[src/include/ccsr_pkg.sv]
package ccsr_pkg;
    // special function register addresses
    localparam logic [7:0] STACK_TOP_POINTER_ADDR = 8'h81;
    localparam logic [7:0] INDIRECT_POINTER_LOW_ADDR = 8'h82;
    localparam logic [7:0] INDIRECT_POINTER_HIGH_ADDR = 8'h83;
    localparam logic [7:0] PROCESSOR_STATUS_WORD_ADDR = 8'hD0;
    localparam logic [7:0] ACCUMULATOR_ADDR = 8'hE0;
    localparam logic [7:0] SECOND_OPERAND_ADDR = 8'hF0;
    // reset values
    localparam logic [7:0] STACK_TOP_POINTER_RST = 8'h07;
    localparam logic [7:0] INDIRECT_POINTER_LOW_RST = 8'h00;
    localparam logic [7:0] INDIRECT_POINTER_HIGH_RST = 8'h00;
    localparam logic [7:0] PROCESSOR_STATUS_WORD_RST = 8'h00;
    localparam logic [7:0] ACCUMULATOR_RST = 8'h00;
    localparam logic [7:0] SECOND_OPERAND_RST = 8'h00;
    // status word bit positions
    localparam int CARRY_FLAG_BIT = 7;
    localparam int AUX_CARRY_FLAG_BIT = 6;
    localparam int USER_FLAG_ZERO_BIT = 5;
    localparam int BANK_SELECT_HIGH_BIT = 4;
    localparam int BANK_SELECT_LOW_BIT = 3;
    localparam int OVERFLOW_FLAG_BIT = 2;
    localparam int USER_FLAG_ONE_BIT = 1;
    localparam int PARITY_FLAG_BIT = 0;
    // largest product that fits one byte
    localparam logic [15:0] BYTE_MAX = 16'h00FF;
    // arithmetic operation codes
    typedef enum logic [3:0] {
        CCSR_OP_NONE = 4'h0,
        CCSR_OP_ADD = 4'h1,
        CCSR_OP_ADDC = 4'h2,
        CCSR_OP_SUBB = 4'h3,
        CCSR_OP_MUL = 4'h4,
        CCSR_OP_DIV = 4'h5,
        CCSR_OP_INC = 4'h6,
        CCSR_OP_DEC = 4'h7,
        CCSR_OP_DA = 4'h8
    } ccsr_op_e;
endpackage

[src/logic/ccsr_alu.sv]
`timescale 1ns/1ps
module ccsr_alu (
    // operation and operands
    input wire ccsr_pkg::ccsr_op_e op,
    input wire logic [7:0] accum_in,
    input wire logic [7:0] opnd_in,
    input wire logic [7:0] second_in,
    input wire logic carry_in,
    // results
    output logic [7:0] accum_res,
    output logic [7:0] second_res,
    output logic wr_accum,
    output logic wr_second,
    output logic upd_carry,
    output logic carry_res,
    output logic upd_aux,
    output logic aux_res,
    output logic upd_ovf,
    output logic ovf_res
);
    import ccsr_pkg::*;

    logic [8:0] sum9;
    logic [4:0] sum5;
    logic [15:0] prod;
    logic [7:0] oper;
    logic cin;

    always_comb begin
        accum_res = accum_in;
        second_res = second_in;
        wr_accum = 1'b0;
        wr_second = 1'b0;
        upd_carry = 1'b0;
        carry_res = 1'b0;
        upd_aux = 1'b0;
        aux_res = 1'b0;
        upd_ovf = 1'b0;
        ovf_res = 1'b0;
        cin = (op == CCSR_OP_ADDC || op == CCSR_OP_SUBB) ? carry_in : 1'b0;
        oper = (op == CCSR_OP_SUBB) ? ~opnd_in : opnd_in;
        sum9 = {1'b0, accum_in} + {1'b0, oper} + {8'h00, cin ^ (op == CCSR_OP_SUBB)};
        sum5 = {1'b0, accum_in[3:0]} + {1'b0, oper[3:0]} + {4'h0, cin ^ (op == CCSR_OP_SUBB)};
        prod = {8'h00, accum_in} * {8'h00, second_in};
        unique case (op)
            CCSR_OP_ADD, CCSR_OP_ADDC, CCSR_OP_SUBB: begin
                accum_res = sum9[7:0];
                wr_accum = 1'b1;
                upd_carry = 1'b1;
                upd_aux = 1'b1;
                upd_ovf = 1'b1;
                // borrow is the inverted carry of the complement sum
                carry_res = (op == CCSR_OP_SUBB) ? ~sum9[8] : sum9[8]; // [RULE5]
                aux_res = (op == CCSR_OP_SUBB) ? ~sum5[4] : sum5[4]; // [RULE6]
                ovf_res = (accum_in[7] == oper[7]) && (sum9[7] != accum_in[7]); // [RULE9]
            end
            CCSR_OP_MUL: begin
                accum_res = prod[7:0];
                second_res = prod[15:8];
                wr_accum = 1'b1;
                wr_second = 1'b1;
                upd_carry = 1'b1;
                upd_ovf = 1'b1;
                ovf_res = prod > BYTE_MAX; // [RULE10] [RULE12]
            end
            CCSR_OP_DIV: begin
                wr_accum = 1'b1;
                wr_second = 1'b1;
                upd_carry = 1'b1;
                upd_ovf = 1'b1;
                if (second_in == 8'h00) begin
                    ovf_res = 1'b1; // [RULE11]
                end else begin
                    accum_res = accum_in / second_in;
                    second_res = accum_in % second_in; // [RULE12]
                end
            end
            default: begin
            end
        endcase
    end
endmodule

[src/logic/ccsr_core_regs.sv]
`timescale 1ns/1ps
//////////////////////////////////////////////////////////////////////////////
// Summary of operation
// [RULE1] stack pointer increments before push stores
// [RULE2] stack pointer resets to 0x07
// [RULE3] 16-bit pointer split into two bytes
// [RULE4] full pointer addresses external ram and flash
// [RULE5] carry set on carry or borrow
// [RULE6] aux carry tracks nibble carry or borrow
// [RULE7] user flags bits 5, 1 software only
// [RULE8] bank select maps register bank address
// [RULE9] overflow set on signed add/subtract overflow
// [RULE10] overflow set when product exceeds 255
// [RULE11] overflow set on divide by zero
// [RULE12] those instructions clear overflow otherwise
// [RULE13] parity bit follows accumulator odd parity
// [RULE14] accumulator at 0xE0, resets to zero
// [RULE15] second operand at 0xF0, resets zero
// [RULE16] status word at 0xD0, resets zero
// [RULE17] software leaves reserved bits at zero
// [RULE18] stack pointer decrements after pop reads
module ccsr_core_regs (
    // clock and reset
    input wire logic clk,
    input wire logic nrst,
    // special function register access
    input wire logic [7:0] sfr_addr,
    input wire logic sfr_wr,
    input wire logic [7:0] sfr_wdata,
    input wire logic sfr_bit_wr,
    input wire logic [2:0] sfr_bit_sel,
    input wire logic sfr_bit_val,
    output logic [7:0] sfr_rdata,
    output logic sfr_hit,
    // execution unit
    input wire ccsr_pkg::ccsr_op_e alu_op,
    input wire logic [7:0] alu_operand,
    input wire logic push,
    input wire logic pop,
    input wire logic carry_wr,
    input wire logic carry_val,
    input wire logic ptr_inc,
    // derived addresses and state
    output logic [7:0] stack_addr,
    output logic [15:0] indirect_pointer,
    output logic [4:0] bank_base,
    output logic [7:0] accumulator,
    output logic [7:0] second_operand,
    output logic [7:0] processor_status_word
);
    import ccsr_pkg::*;

    logic [7:0] stack_top_pointer_ff;
    logic [7:0] indirect_pointer_low_ff;
    logic [7:0] indirect_pointer_high_ff;
    logic [7:0] status_word_ff;
    logic [7:0] accumulator_ff;
    logic [7:0] second_operand_ff;
    logic [7:0] nxt_status_word;
    logic [7:0] nxt_accumulator;
    logic [7:0] nxt_second_operand;
    logic [7:0] bit_merge;
    logic [7:0] accum_res;
    logic [7:0] second_res;
    logic wr_accum;
    logic wr_second;
    logic upd_carry;
    logic carry_res;
    logic upd_aux;
    logic aux_res;
    logic upd_ovf;
    logic ovf_res;
    logic [7:0] cur_byte;
    logic [15:0] nxt_ptr;

    //////////////////////////////////////////////////////////////////////////
    // arithmetic unit
    ccsr_alu u_alu (
        .op(alu_op),
        .accum_in(accumulator_ff),
        .opnd_in(alu_operand),
        .second_in(second_operand_ff),
        .carry_in(status_word_ff[CARRY_FLAG_BIT]),
        .accum_res(accum_res),
        .second_res(second_res),
        .wr_accum(wr_accum),
        .wr_second(wr_second),
        .upd_carry(upd_carry),
        .carry_res(carry_res),
        .upd_aux(upd_aux),
        .aux_res(aux_res),
        .upd_ovf(upd_ovf),
        .ovf_res(ovf_res)
    );

    //////////////////////////////////////////////////////////////////////////
    // bit-addressed write merge
    always_comb begin
        unique case (sfr_addr)
            STACK_TOP_POINTER_ADDR: cur_byte = stack_top_pointer_ff;
            INDIRECT_POINTER_LOW_ADDR: cur_byte = indirect_pointer_low_ff;
            INDIRECT_POINTER_HIGH_ADDR: cur_byte = indirect_pointer_high_ff;
            PROCESSOR_STATUS_WORD_ADDR: cur_byte = status_word_ff;
            ACCUMULATOR_ADDR: cur_byte = accumulator_ff;
            SECOND_OPERAND_ADDR: cur_byte = second_operand_ff;
            default: cur_byte = 8'h00;
        endcase
        bit_merge = cur_byte;
        bit_merge[sfr_bit_sel] = sfr_bit_val;
    end

    //////////////////////////////////////////////////////////////////////////
    // accumulator and second operand
    always_comb begin
        nxt_accumulator = accumulator_ff;
        if (wr_accum) begin
            nxt_accumulator = accum_res;
        end
        if (sfr_addr == ACCUMULATOR_ADDR && sfr_wr) begin
            nxt_accumulator = sfr_wdata; // [RULE14]
        end else if (sfr_addr == ACCUMULATOR_ADDR && sfr_bit_wr) begin
            nxt_accumulator = bit_merge;
        end
    end

    always_comb begin
        nxt_second_operand = second_operand_ff;
        if (wr_second) begin
            nxt_second_operand = second_res;
        end
        if (sfr_addr == SECOND_OPERAND_ADDR && sfr_wr) begin
            nxt_second_operand = sfr_wdata; // [RULE15]
        end else if (sfr_addr == SECOND_OPERAND_ADDR && sfr_bit_wr) begin
            nxt_second_operand = bit_merge;
        end
    end

    always_ff @(posedge clk) begin
        if (!nrst) begin
            accumulator_ff <= ACCUMULATOR_RST; // [RULE14]
            second_operand_ff <= SECOND_OPERAND_RST; // [RULE15]
        end else begin
            accumulator_ff <= nxt_accumulator;
            second_operand_ff <= nxt_second_operand;
        end
    end

    //////////////////////////////////////////////////////////////////////////
    // status word
    always_comb begin
        nxt_status_word = status_word_ff;
        if (sfr_addr == PROCESSOR_STATUS_WORD_ADDR && sfr_wr) begin
            nxt_status_word = sfr_wdata; // [RULE16]
        end else if (sfr_addr == PROCESSOR_STATUS_WORD_ADDR && sfr_bit_wr) begin
            nxt_status_word = bit_merge; // [RULE7]
        end
        // hardware flag updates win over a software write in the same cycle
        if (carry_wr) begin
            nxt_status_word[CARRY_FLAG_BIT] = carry_val;
        end
        if (upd_carry) begin
            nxt_status_word[CARRY_FLAG_BIT] = carry_res; // [RULE5]
        end
        if (upd_aux) begin
            nxt_status_word[AUX_CARRY_FLAG_BIT] = aux_res; // [RULE6]
        end
        if (upd_ovf) begin
            nxt_status_word[OVERFLOW_FLAG_BIT] = ovf_res; // [RULE9] [RULE12]
        end
        // parity is recomputed, never stored from software
        nxt_status_word[PARITY_FLAG_BIT] = ^nxt_accumulator; // [RULE13]
    end

    always_ff @(posedge clk) begin
        if (!nrst) begin
            status_word_ff <= PROCESSOR_STATUS_WORD_RST; // [RULE16]
        end else begin
            status_word_ff <= nxt_status_word;
        end
    end

    //////////////////////////////////////////////////////////////////////////
    // stack top pointer
    always_ff @(posedge clk) begin
        if (!nrst) begin
            stack_top_pointer_ff <= STACK_TOP_POINTER_RST; // [RULE2]
        end else if (sfr_addr == STACK_TOP_POINTER_ADDR && sfr_wr) begin
            stack_top_pointer_ff <= sfr_wdata;
        end else if (sfr_addr == STACK_TOP_POINTER_ADDR && sfr_bit_wr) begin
            stack_top_pointer_ff <= bit_merge;
        end else if (push) begin
            stack_top_pointer_ff <= stack_top_pointer_ff + 8'h01; // [RULE1]
        end else if (pop) begin
            stack_top_pointer_ff <= stack_top_pointer_ff - 8'h01; // [RULE18]
        end
    end

    // push stores at the incremented slot, pop reads the current one
    assign stack_addr = push ? stack_top_pointer_ff + 8'h01 : stack_top_pointer_ff; // [RULE1]

    //////////////////////////////////////////////////////////////////////////
    // indirect pointer
    assign nxt_ptr = {indirect_pointer_high_ff, indirect_pointer_low_ff} + 16'h0001;

    always_ff @(posedge clk) begin
        if (!nrst) begin
            indirect_pointer_low_ff <= INDIRECT_POINTER_LOW_RST;
        end else if (sfr_addr == INDIRECT_POINTER_LOW_ADDR && sfr_wr) begin
            indirect_pointer_low_ff <= sfr_wdata; // [RULE3]
        end else if (sfr_addr == INDIRECT_POINTER_LOW_ADDR && sfr_bit_wr) begin
            indirect_pointer_low_ff <= bit_merge;
        end else if (ptr_inc) begin
            indirect_pointer_low_ff <= nxt_ptr[7:0];
        end
    end

    always_ff @(posedge clk) begin
        if (!nrst) begin
            indirect_pointer_high_ff <= INDIRECT_POINTER_HIGH_RST; // [RULE3]
        end else if (sfr_addr == INDIRECT_POINTER_HIGH_ADDR && sfr_wr) begin
            indirect_pointer_high_ff <= sfr_wdata; // [RULE3]
        end else if (sfr_addr == INDIRECT_POINTER_HIGH_ADDR && sfr_bit_wr) begin
            indirect_pointer_high_ff <= bit_merge;
        end else if (ptr_inc) begin
            indirect_pointer_high_ff <= nxt_ptr[15:8];
        end
    end

    assign indirect_pointer = {indirect_pointer_high_ff, indirect_pointer_low_ff}; // [RULE4]

    //////////////////////////////////////////////////////////////////////////
    // bank select and read path
    assign bank_base = {status_word_ff[BANK_SELECT_HIGH_BIT:BANK_SELECT_LOW_BIT], 3'h0}; // [RULE8]

    always_comb begin
        sfr_hit = 1'b1;
        unique case (sfr_addr)
            STACK_TOP_POINTER_ADDR: sfr_rdata = stack_top_pointer_ff;
            INDIRECT_POINTER_LOW_ADDR: sfr_rdata = indirect_pointer_low_ff;
            INDIRECT_POINTER_HIGH_ADDR: sfr_rdata = indirect_pointer_high_ff;
            PROCESSOR_STATUS_WORD_ADDR: sfr_rdata = status_word_ff;
            ACCUMULATOR_ADDR: sfr_rdata = accumulator_ff;
            SECOND_OPERAND_ADDR: sfr_rdata = second_operand_ff;
            default: begin
                sfr_rdata = 8'h00;
                sfr_hit = 1'b0;
            end
        endcase
    end

    assign accumulator = accumulator_ff;
    assign second_operand = second_operand_ff;
    assign processor_status_word = status_word_ff;
endmodule

[config.mk]
export PLATFORM = sky130hd
export DESIGN_NAME = ccsr_core_regs
export DESIGN_NICKNAME = d
export VERILOG_FILES = /design/src/include/ccsr_pkg.sv /design/src/logic/ccsr_alu.sv /design/src/logic/ccsr_core_regs.sv
export SDC_FILE = /design/constraint.sdc
export NUM_CORES = 1
export LEC_CHECK = 0
export BUFFER_PORTS_ARGS = -buffer_cell sky130_fd_sc_hd__clkbuf_2
export CAP_MARGIN = 25
export CORE_ASPECT_RATIO = 1.4
export CORE_MARGIN = 2
export CORE_UTILIZATION = 45
export DETAILED_ROUTE_END_ITERATION = 7
export PLACE_DENSITY_LB_ADDON = 0.15
export SETUP_SLACK_MARGIN = 0.02
export SLEW_MARGIN = 10
export SYNTH_ARGS = -nofsm -noshare
export SYNTH_HDL_FRONTEND = slang
export SYNTH_SLANG_ARGS = --single-unit
[constraint.sdc]
create_clock -name clk -period 10.5 [get_ports clk]
set_clock_uncertainty 0.1 [all_clocks]
set_input_delay 1.05 -clock clk [delete_from_list [all_inputs] [get_ports clk]]
set_output_delay 1.05 -clock clk [all_outputs]
set_load 0.01 [all_outputs]
==> run summary, run 1 <==
The run finished, with violations left. The final reports fail on negative setup slack. The worst setup path is captured at a flop. Global routing used 29.8% of the available tracks across all layers. The remaining number of nets flagged by the antenna check after routing is 0. The number of search-and-repair iterations in the first detailed-routing pass came out at 6. The post-route DRC violation count is 0. Setup repair after global routing could not meet its margin everywhere. Of the available clock period, the critical path in the final layout requires 101%. The iteration-0 DRC count of the detailed router came out at 756. In this run the vertical extent of the chip is roughly 170 um. The number of cells on the worst reg-to-reg path is 48. The share of final-layout standard cells stronger than drive strength 1 is between 20% and 30%. The half-perimeter wire length of the detailed placement result came out at 23.1 mm. The area of the die came out at 19700 um^2. The placeable core region is 18500 um^2. The post-cts hold buffer count came out at 0. In the final design database the tool counted approximately 1400 nets. The commonest register cell after synthesis is sky130_fd_sc_hd__dfxtp_1. Setup slack on the critical path of the routed design comes to -0.0869 ns. The path type of the worst setup path is flop to flop.

The summed instance area of the synthesized netlist is 8380 um^2. The design area came out at about 10000 um^2. The CTS tree is built. The clock insertion delay at the later pin of the skew report is 0.30 ns.

Counting stages on the worst path, the most repeated cell is sky130_fd_sc_hd__o21a_1. The total number of H-tree levels came out at 2. The largest net degree at the start of global routing came out at 28. For this run the aggregate overflow at the end of global routing stands at 0.

The worst max-slew margin expressed relative to the limit came out at about 32%. The via count of the first global-routing pass is 8447. The fraction of met2 tracks used by global routing came out at between 50% and 60%. The area added between synthesis and finish is 19.6%.

Summing all multi-input logic gate instances after layout gives 7190 um^2. Sorting the synthesized cells by area gives the leading types as sky130_fd_sc_hd__ha_1 13%, sky130_fd_sc_hd__dfxtp_1 11%, sky130_fd_sc_hd__fa_1 9.3%. After clock tree synthesis, the clock-pin slew on the worst setup and hold paths is 0.07 ns. approximately 100 I/O pins were placed.

The clock passes through at most 2 buffers. The data arrival time at the worst-slack endpoint is 10.68 ns. The share of the synthesized area in the top cell type is between 10% and 20%. The final number of hold-violating endpoints is 0. The max-slew violation count came to 0. The antenna cell count is 0.

The vias per cell came out at approximately 6. The via count came out at between 8000 and 9000. The transition time at the pin with the least slew margin is about 1.0 ns.

The pre-CTS worst setup slack came out at -0.244 ns. The kind of launch point of the worst setup path is a flop. The wire length per cell after detailed routing is 20.9 um.

The worst hold path begins at indirect_pointer_low_ff[5]. The number of antenna violations at the first check in global routing is 0. The total number of yosys warnings is 0. Tracing the worst setup path back leads to its startpoint at second_operand[6]. Averaged over all synthesized cells, the footprint is between 7 and 8 um^2. The startpoint identified for the worst register-to-register timing path is second_operand[6].

For the finished layout, the period the worst path requires is 10.59 ns. The number of placement rows came out at slightly below 60. The first global-routing pass estimated 45.7 mm of wire.

The worst hold path depth is 2. The highest fanout seen on the critical path came out at 5. After synthesis the netlist holds a flip-flop and latch count of 48. The number of max-cap violations is 0.

The area of all sequential standard cells came out at 968 um^2. The delay of the slowest cell on the worst path came out at ~0.50 ns. The number of clock sinks came out at 48. The number of enable-type register cells in the synthesized netlist is 0. sky130_fd_sc_hd__nor2_1 is the most common cell in the netlist. Setup violations remaining at the end of the flow were counted as 1. The library cell used as clock root buffer is sky130_fd_sc_hd__clkbuf_16. The effective utilization at floorplan is 45.4%.

The commonest cells after synthesis are 114 x sky130_fd_sc_hd__nor2_1, 97 x sky130_fd_sc_hd__nand2_1, 89 x sky130_fd_sc_hd__ha_1. The top achievable clock speed is between 90 and 100 MHz. The count of buffers added on input and output ports is 99. The unique cell type count in the Yosys netlist came out at 80. The wire length reported by the detailed router came out at ~30 mm. Global routing consumed, on the met1 layer, 33.0% of the routing resources. The met3 global-route usage is 2.03%. In this run the most used layer during global routing was met2. Of all flip-flops after synthesis, the portion carrying an async set or reset was 0%.

On the critical path, the stage with the largest delay is an instance of sky130_fd_sc_hd__a2111oi_4. The total CTS buffers came out at 5. The filler cells instantiated in the layout total between 1500 and 2000. The cell type with the largest total area after synthesis is sky130_fd_sc_hd__ha_1.

In the synthesized netlist, the number of instances is 1093. The tightest min-delay check is of the flop to flop type. The die width came out at about 120 um. Summing the sequential cell areas from Yosys gives a little under an eighth of the chip area. The cell area after placement came out at 9320 um^2. The congestion estimate from routability-driven global placement came to about 0.95.

Data on the critical path is required at its endpoint by 10.60 ns.
==> layer usage <==
layer | vias up | part of all wire, %
met5 | - | 0
met4 | 0 | 7.2
met3 | 144 | 4.8
met2 | 371 | 50
met1 | 4232 | 38
li1 | 4141 | -
==> final cells by class <==
cell class | count | share of cell area (%)
tap | 244 | 3.05
clock inverter | 1 | 0.0499
inverter | 80 | 3.00
timing repair buffer | 180 | 11.2
sequential | 48 | 9.66
multi-input combinational | 902 | 71.8
clock buffer | 6 | 1.29
==> placed cells by master (no fill, tap or decap), drive strengths merged, types with 27 or more instances in the layout <==
cell      n
buf      81
a21oi    64
fa       39
ha       89
nor3     27
xor2     36
dfxtp    48
o21ai    54
clkbuf  105
nand2    97
inv      79
nor2    114
mux2     30
xnor2    32
==> state kept, by name, indices dropped and copies added (netlist names) <==
signal	flops
second_operand	8
accumulator	8
indirect_pointer_low_ff	8
indirect_pointer_high_ff	8
stack_top_pointer_ff	8
processor_status_word	8
==> repair_timing <==
item / CTS / global route
resized for setup: 23 / 53
endpoints found under the setup margin: 9 / 10
buffers inserted: 14 / 16
pin swaps: 20 / 51
cloned: 0 / 1
==> logic make-up (layout without fill, tap and decap cells) <==
| kind of cell | Yosys count | in the layout | synth area share (%) |
|---|---|---|---|
| AO/OA/AOI/OAI | 293 | 293 | 23.9 |
| XOR/XNOR | 71 | 71 | 7.92 |
| adder cells (fa/ha/maj) | 128 | 128 | 22.6 |
| buffers and inverters | 145 | 267 | 7.11 |
| flip-flops | 48 | 48 | 11.5 |
| multiplexers | 48 | 48 | 6.27 |
| other | 1 | 3 | 0.0448 |
| AND/OR/NAND/NOR | 359 | 359 | 20.6 |
==> path summary, 6_finish.rpt <==
| check | slack [ns] | end |
|---|---|---|
| worst min-delay path | 0.47 | indirect_pointer_low_ff[5] |
| worst min register to register | 0.47 | indirect_pointer_low_ff[5] |
| worst max register to register | -0.09 | processor_status_word[0] |
| worst max-delay path | -0.09 | processor_status_word[0] |
==> critical path, delay by kind of cell (launching register included) <==
| kind | cells | cell delay, ns |
|---|---|---|
| AND/OR/NAND/NOR | 6 | 1.25 |
| buffers and inverters | 3 | 0.45 |
| XOR/XNOR | 3 | 0.59 |
| multiplexers | 4 | 1.13 |
| flip-flops | 1 | 0.34 |
| adder cells (fa/ha/maj) | 7 | 1.82 |
| AO/OA/AOI/OAI | 25 | 4.81 |
==> stage by stage <==
stage / utilization, % / instances / setup TNS [ns] / hold WS, ns
6_report: 54.3 / 1461 / -0.0869 / 0.466
5_1_grt: 54.3 / 1461 / -3.18 / 0.505
4_1_cts: 52.5 / 1445 / 0 / 0.467
3_5_place_dp: 50.5 / 1424 / -0.654 / 0.458
3_3_place_gp: 50.5 / 1424 / 0 / 0.444
2_1_floorplan: - / 1095 / 0 / 0.413
Power of run 1 is not shown: default switching activity piles up to over one toggle a cycle in this logic, so the estimate is an artifact.
==> run 2, diff against run 1 <==
--- a/config.mk
+++ b/config.mk
@@ -7,9 +7,11 @@
 export LEC_CHECK = 0
 export BUFFER_PORTS_ARGS = -buffer_cell sky130_fd_sc_hd__clkbuf_2
 export CAP_MARGIN = 25
+export CELL_PAD_IN_SITES_DETAIL_PLACEMENT = 0
+export CELL_PAD_IN_SITES_GLOBAL_PLACEMENT = 1
 export CORE_ASPECT_RATIO = 1.4
 export CORE_MARGIN = 2
-export CORE_UTILIZATION = 45
+export CORE_UTILIZATION = 41
 export DETAILED_ROUTE_END_ITERATION = 7
 export PLACE_DENSITY_LB_ADDON = 0.15
 export SETUP_SLACK_MARGIN = 0.02
==> run 2 against run 1 <==
Compared with the run above: the run now ends clean; cell area up 1.1%; non-clock buffer count up 8; hold slack worse by 0.017 ns; core utilization down 3.4 points; final cell count up 1.2%; highest routed layer unchanged; global-route usage down 1.8 points; sequential share of layout area down 0.13 points.
==> run summary, run 2 (synthesis gave the netlist of run 1 again) <==
The flow ran to the end, and the final reports show no timing, DRC or antenna violations. The number of setup violations in the final report is 0. The top cell types in the final layout, fill and taps aside, are 111 x sky130_fd_sc_hd__nor2_1, 99 x sky130_fd_sc_hd__clkbuf_2, 97 x sky130_fd_sc_hd__nand2_1. In this run the count of I/O pins placed on the die edge is 103.

The placeable core region is roughly 20000 um^2. The detailed router put a total of 12.3 mm of wire on met1. The number of search-and-repair iterations in the first detailed-routing pass is 5. After detailed routing, no signal wire sits above met4. The number of max-cap violations came out at 0. The number of antenna violations at the first check in global routing came out at 0. The post-route DRC violation count is 0. The final estimated routing congestion in global placement came out at 0.923. The share of final-layout standard cells stronger than drive strength 1 came out at a little under a quarter.

Among all stages on the critical path, the largest delay is contributed by sky130_fd_sc_hd__a2111oi_4. Clock-pin slew was measured on the worst setup and hold paths at 0.08 ns. The wire length per cell after detailed routing is between 20 and 25 um. The data arrival time at the worst-slack endpoint is 10.59 ns.

The via count of the first global-routing pass is 8536. The top achievable clock speed came out at 95.4 MHz. The delay of the slowest cell on the worst path came out at 0.49 ns. The first global-routing pass estimated approximately 48 mm of wire. The area of the die came out at 21600 um^2. The die width is between 100 and 150 um. The count of cells in the finished layout, fillers not included, comes to 1478.

The worst max-slew margin expressed relative to the limit is 34.5%. The commonest non-fill, non-tap cell in the layout is sky130_fd_sc_hd__nor2_1. The final critical path time including I/O delays and setup is around 10 ns. The CTS tree is built.

Counting the fill cells in the layout gives 2038. The wire length reported by the detailed router came out at 31.6 mm. The share of the core filled with cells in the final layout is approximately half. For this run, the post-layout net count is 1394. The largest net degree at the start of global routing is 28. The via count is roughly 8800. The number of input and output port buffers inserted came out at between 90 and 100. The die outline height is 173 um. STA classifies the critical path endpoint as a flop. For the pin with the worst max-slew slack, the measured transition is 0.979 ns. By instance count, the cell type seen most on the critical path is sky130_fd_sc_hd__o21a_1. The initial utilization of the core area, before any placement, comes to between 40% and 50%. In the detailed route, the total length drawn on met3 is roughly 1.9 mm. The required time at the endpoint of the critical path came out at 10.60 ns.

The worst hold path belongs to the class flop to flop. The total number of H-tree levels is 2. The number of antenna diodes in the final layout is 0. The vias per cell came out at 5.97. The remaining number of nets flagged by the antenna check after routing is 0. The highest fanout seen on the critical path is 5. The library cell used as clock root buffer is sky130_fd_sc_hd__clkbuf_16. The half-perimeter wire length of the detailed placement result is 23.7 mm. The maximum root-to-sink buffer count is 2.

For this run the aggregate overflow at the end of global routing stands at 0. The final number of hold-violating endpoints was 0. The total CTS buffers is 5. The area added between synthesis and finish came out at 20.9%.

The overall global routing resource usage is 28.0%. Counting tap cells, the placed design contains a total of approximately 1400 instances. The kind of launch point of the worst setup path is a flop. By startpoint and endpoint, the worst setup path is classified as flop to flop. The max-slew violation count came out at 0. The final critical path takes up between 90% and 100% of the cycle. The final total negative setup slack came out at 0 ns. Setup repair after global routing could not meet its margin everywhere. The tree built by TritonCTS fans out to 48 sinks. In this run, the number of DRC markers left after iteration 0 of detailed routing was 597. The number of placement rows is 61. The wire length on met2 is between 15 and 20 mm. The clock insertion delay at the later pin of the skew report is 0.30 ns.
[run 2: cell count changes in the layout (fill, tap and decap cells not counted), sizes merged]
cell and change:
buf +8, bufinv +1
[run 2: worst max-delay path, delay by kind of cell (launching register included)]
| kind | cells | cell delay [ns] |
|---|---|---|
| XOR/XNOR | 3 | 0.57 |
| flip-flops | 1 | 0.34 |
| adder cells (fa/ha/maj) | 7 | 1.77 |
| AND/OR/NAND/NOR | 8 | 1.54 |
| multiplexers | 3 | 0.77 |
| AO/OA/AOI/OAI | 24 | 4.61 |
| buffers and inverters | 4 | 0.66 |
[run 2: through the flow]
step / hold slack (ns) / area, um^2 / worst slack (ns)
floorplan: 0.413 / 8440 / 0.0567
global placement: 0.450 / 9330 / 0.0426
detailed placement: 0.449 / 9330 / -0.192
CTS: 0.461 / 9680 / -0.00252
global route: 0.484 / 10100 / -0.425
finish: 0.449 / 10100 / 0.0171
[run 2: what timing repair did]
item                                    in CTS  in global routing
setup buffers                               12                 25
gates resized for setup                     17                 57
endpoints found under the setup margin       7                 10
hold buffers                                 0                  0
pin swaps                                    9                 38
[run 2: area by class of cell]
cell class	instances	area (um^2)	share of cell area [%]
multi-input cells	902	7180	70.8
clock inverters	2	38.8	0.383
inverters	80	300	2.96
repair buffers	188	1190	11.8
clock buffers	6	139	1.37
well taps	252	315	3.11
flip-flops and latches	48	966	9.54
[run 2: per-layer routing]
layer,track usage (%),vias to the layer above
li1,-,4157
met2,49.1,357
met5,0,-
met1,32.5,4190
met4,17.5,0
met3,2.97,113
[run 2: path summary, 6_finish.rpt]
| check | startpoint | to | cells after the start | slack [ns] |
|---|---|---|---|---|
| worst max-delay path | second_operand[2] | processor_status_word[0] | 49 | 0.02 |
| worst min-delay path | indirect_pointer_high_ff[7] | indirect_pointer_high_ff[7] | 2 | 0.45 |
| worst max register to register | second_operand[2] | processor_status_word[0] | 49 | 0.02 |
| worst min register to register | indirect_pointer_high_ff[7] | indirect_pointer_high_ff[7] | 2 | 0.45 |
Power of run 2 is left out for the same reason.
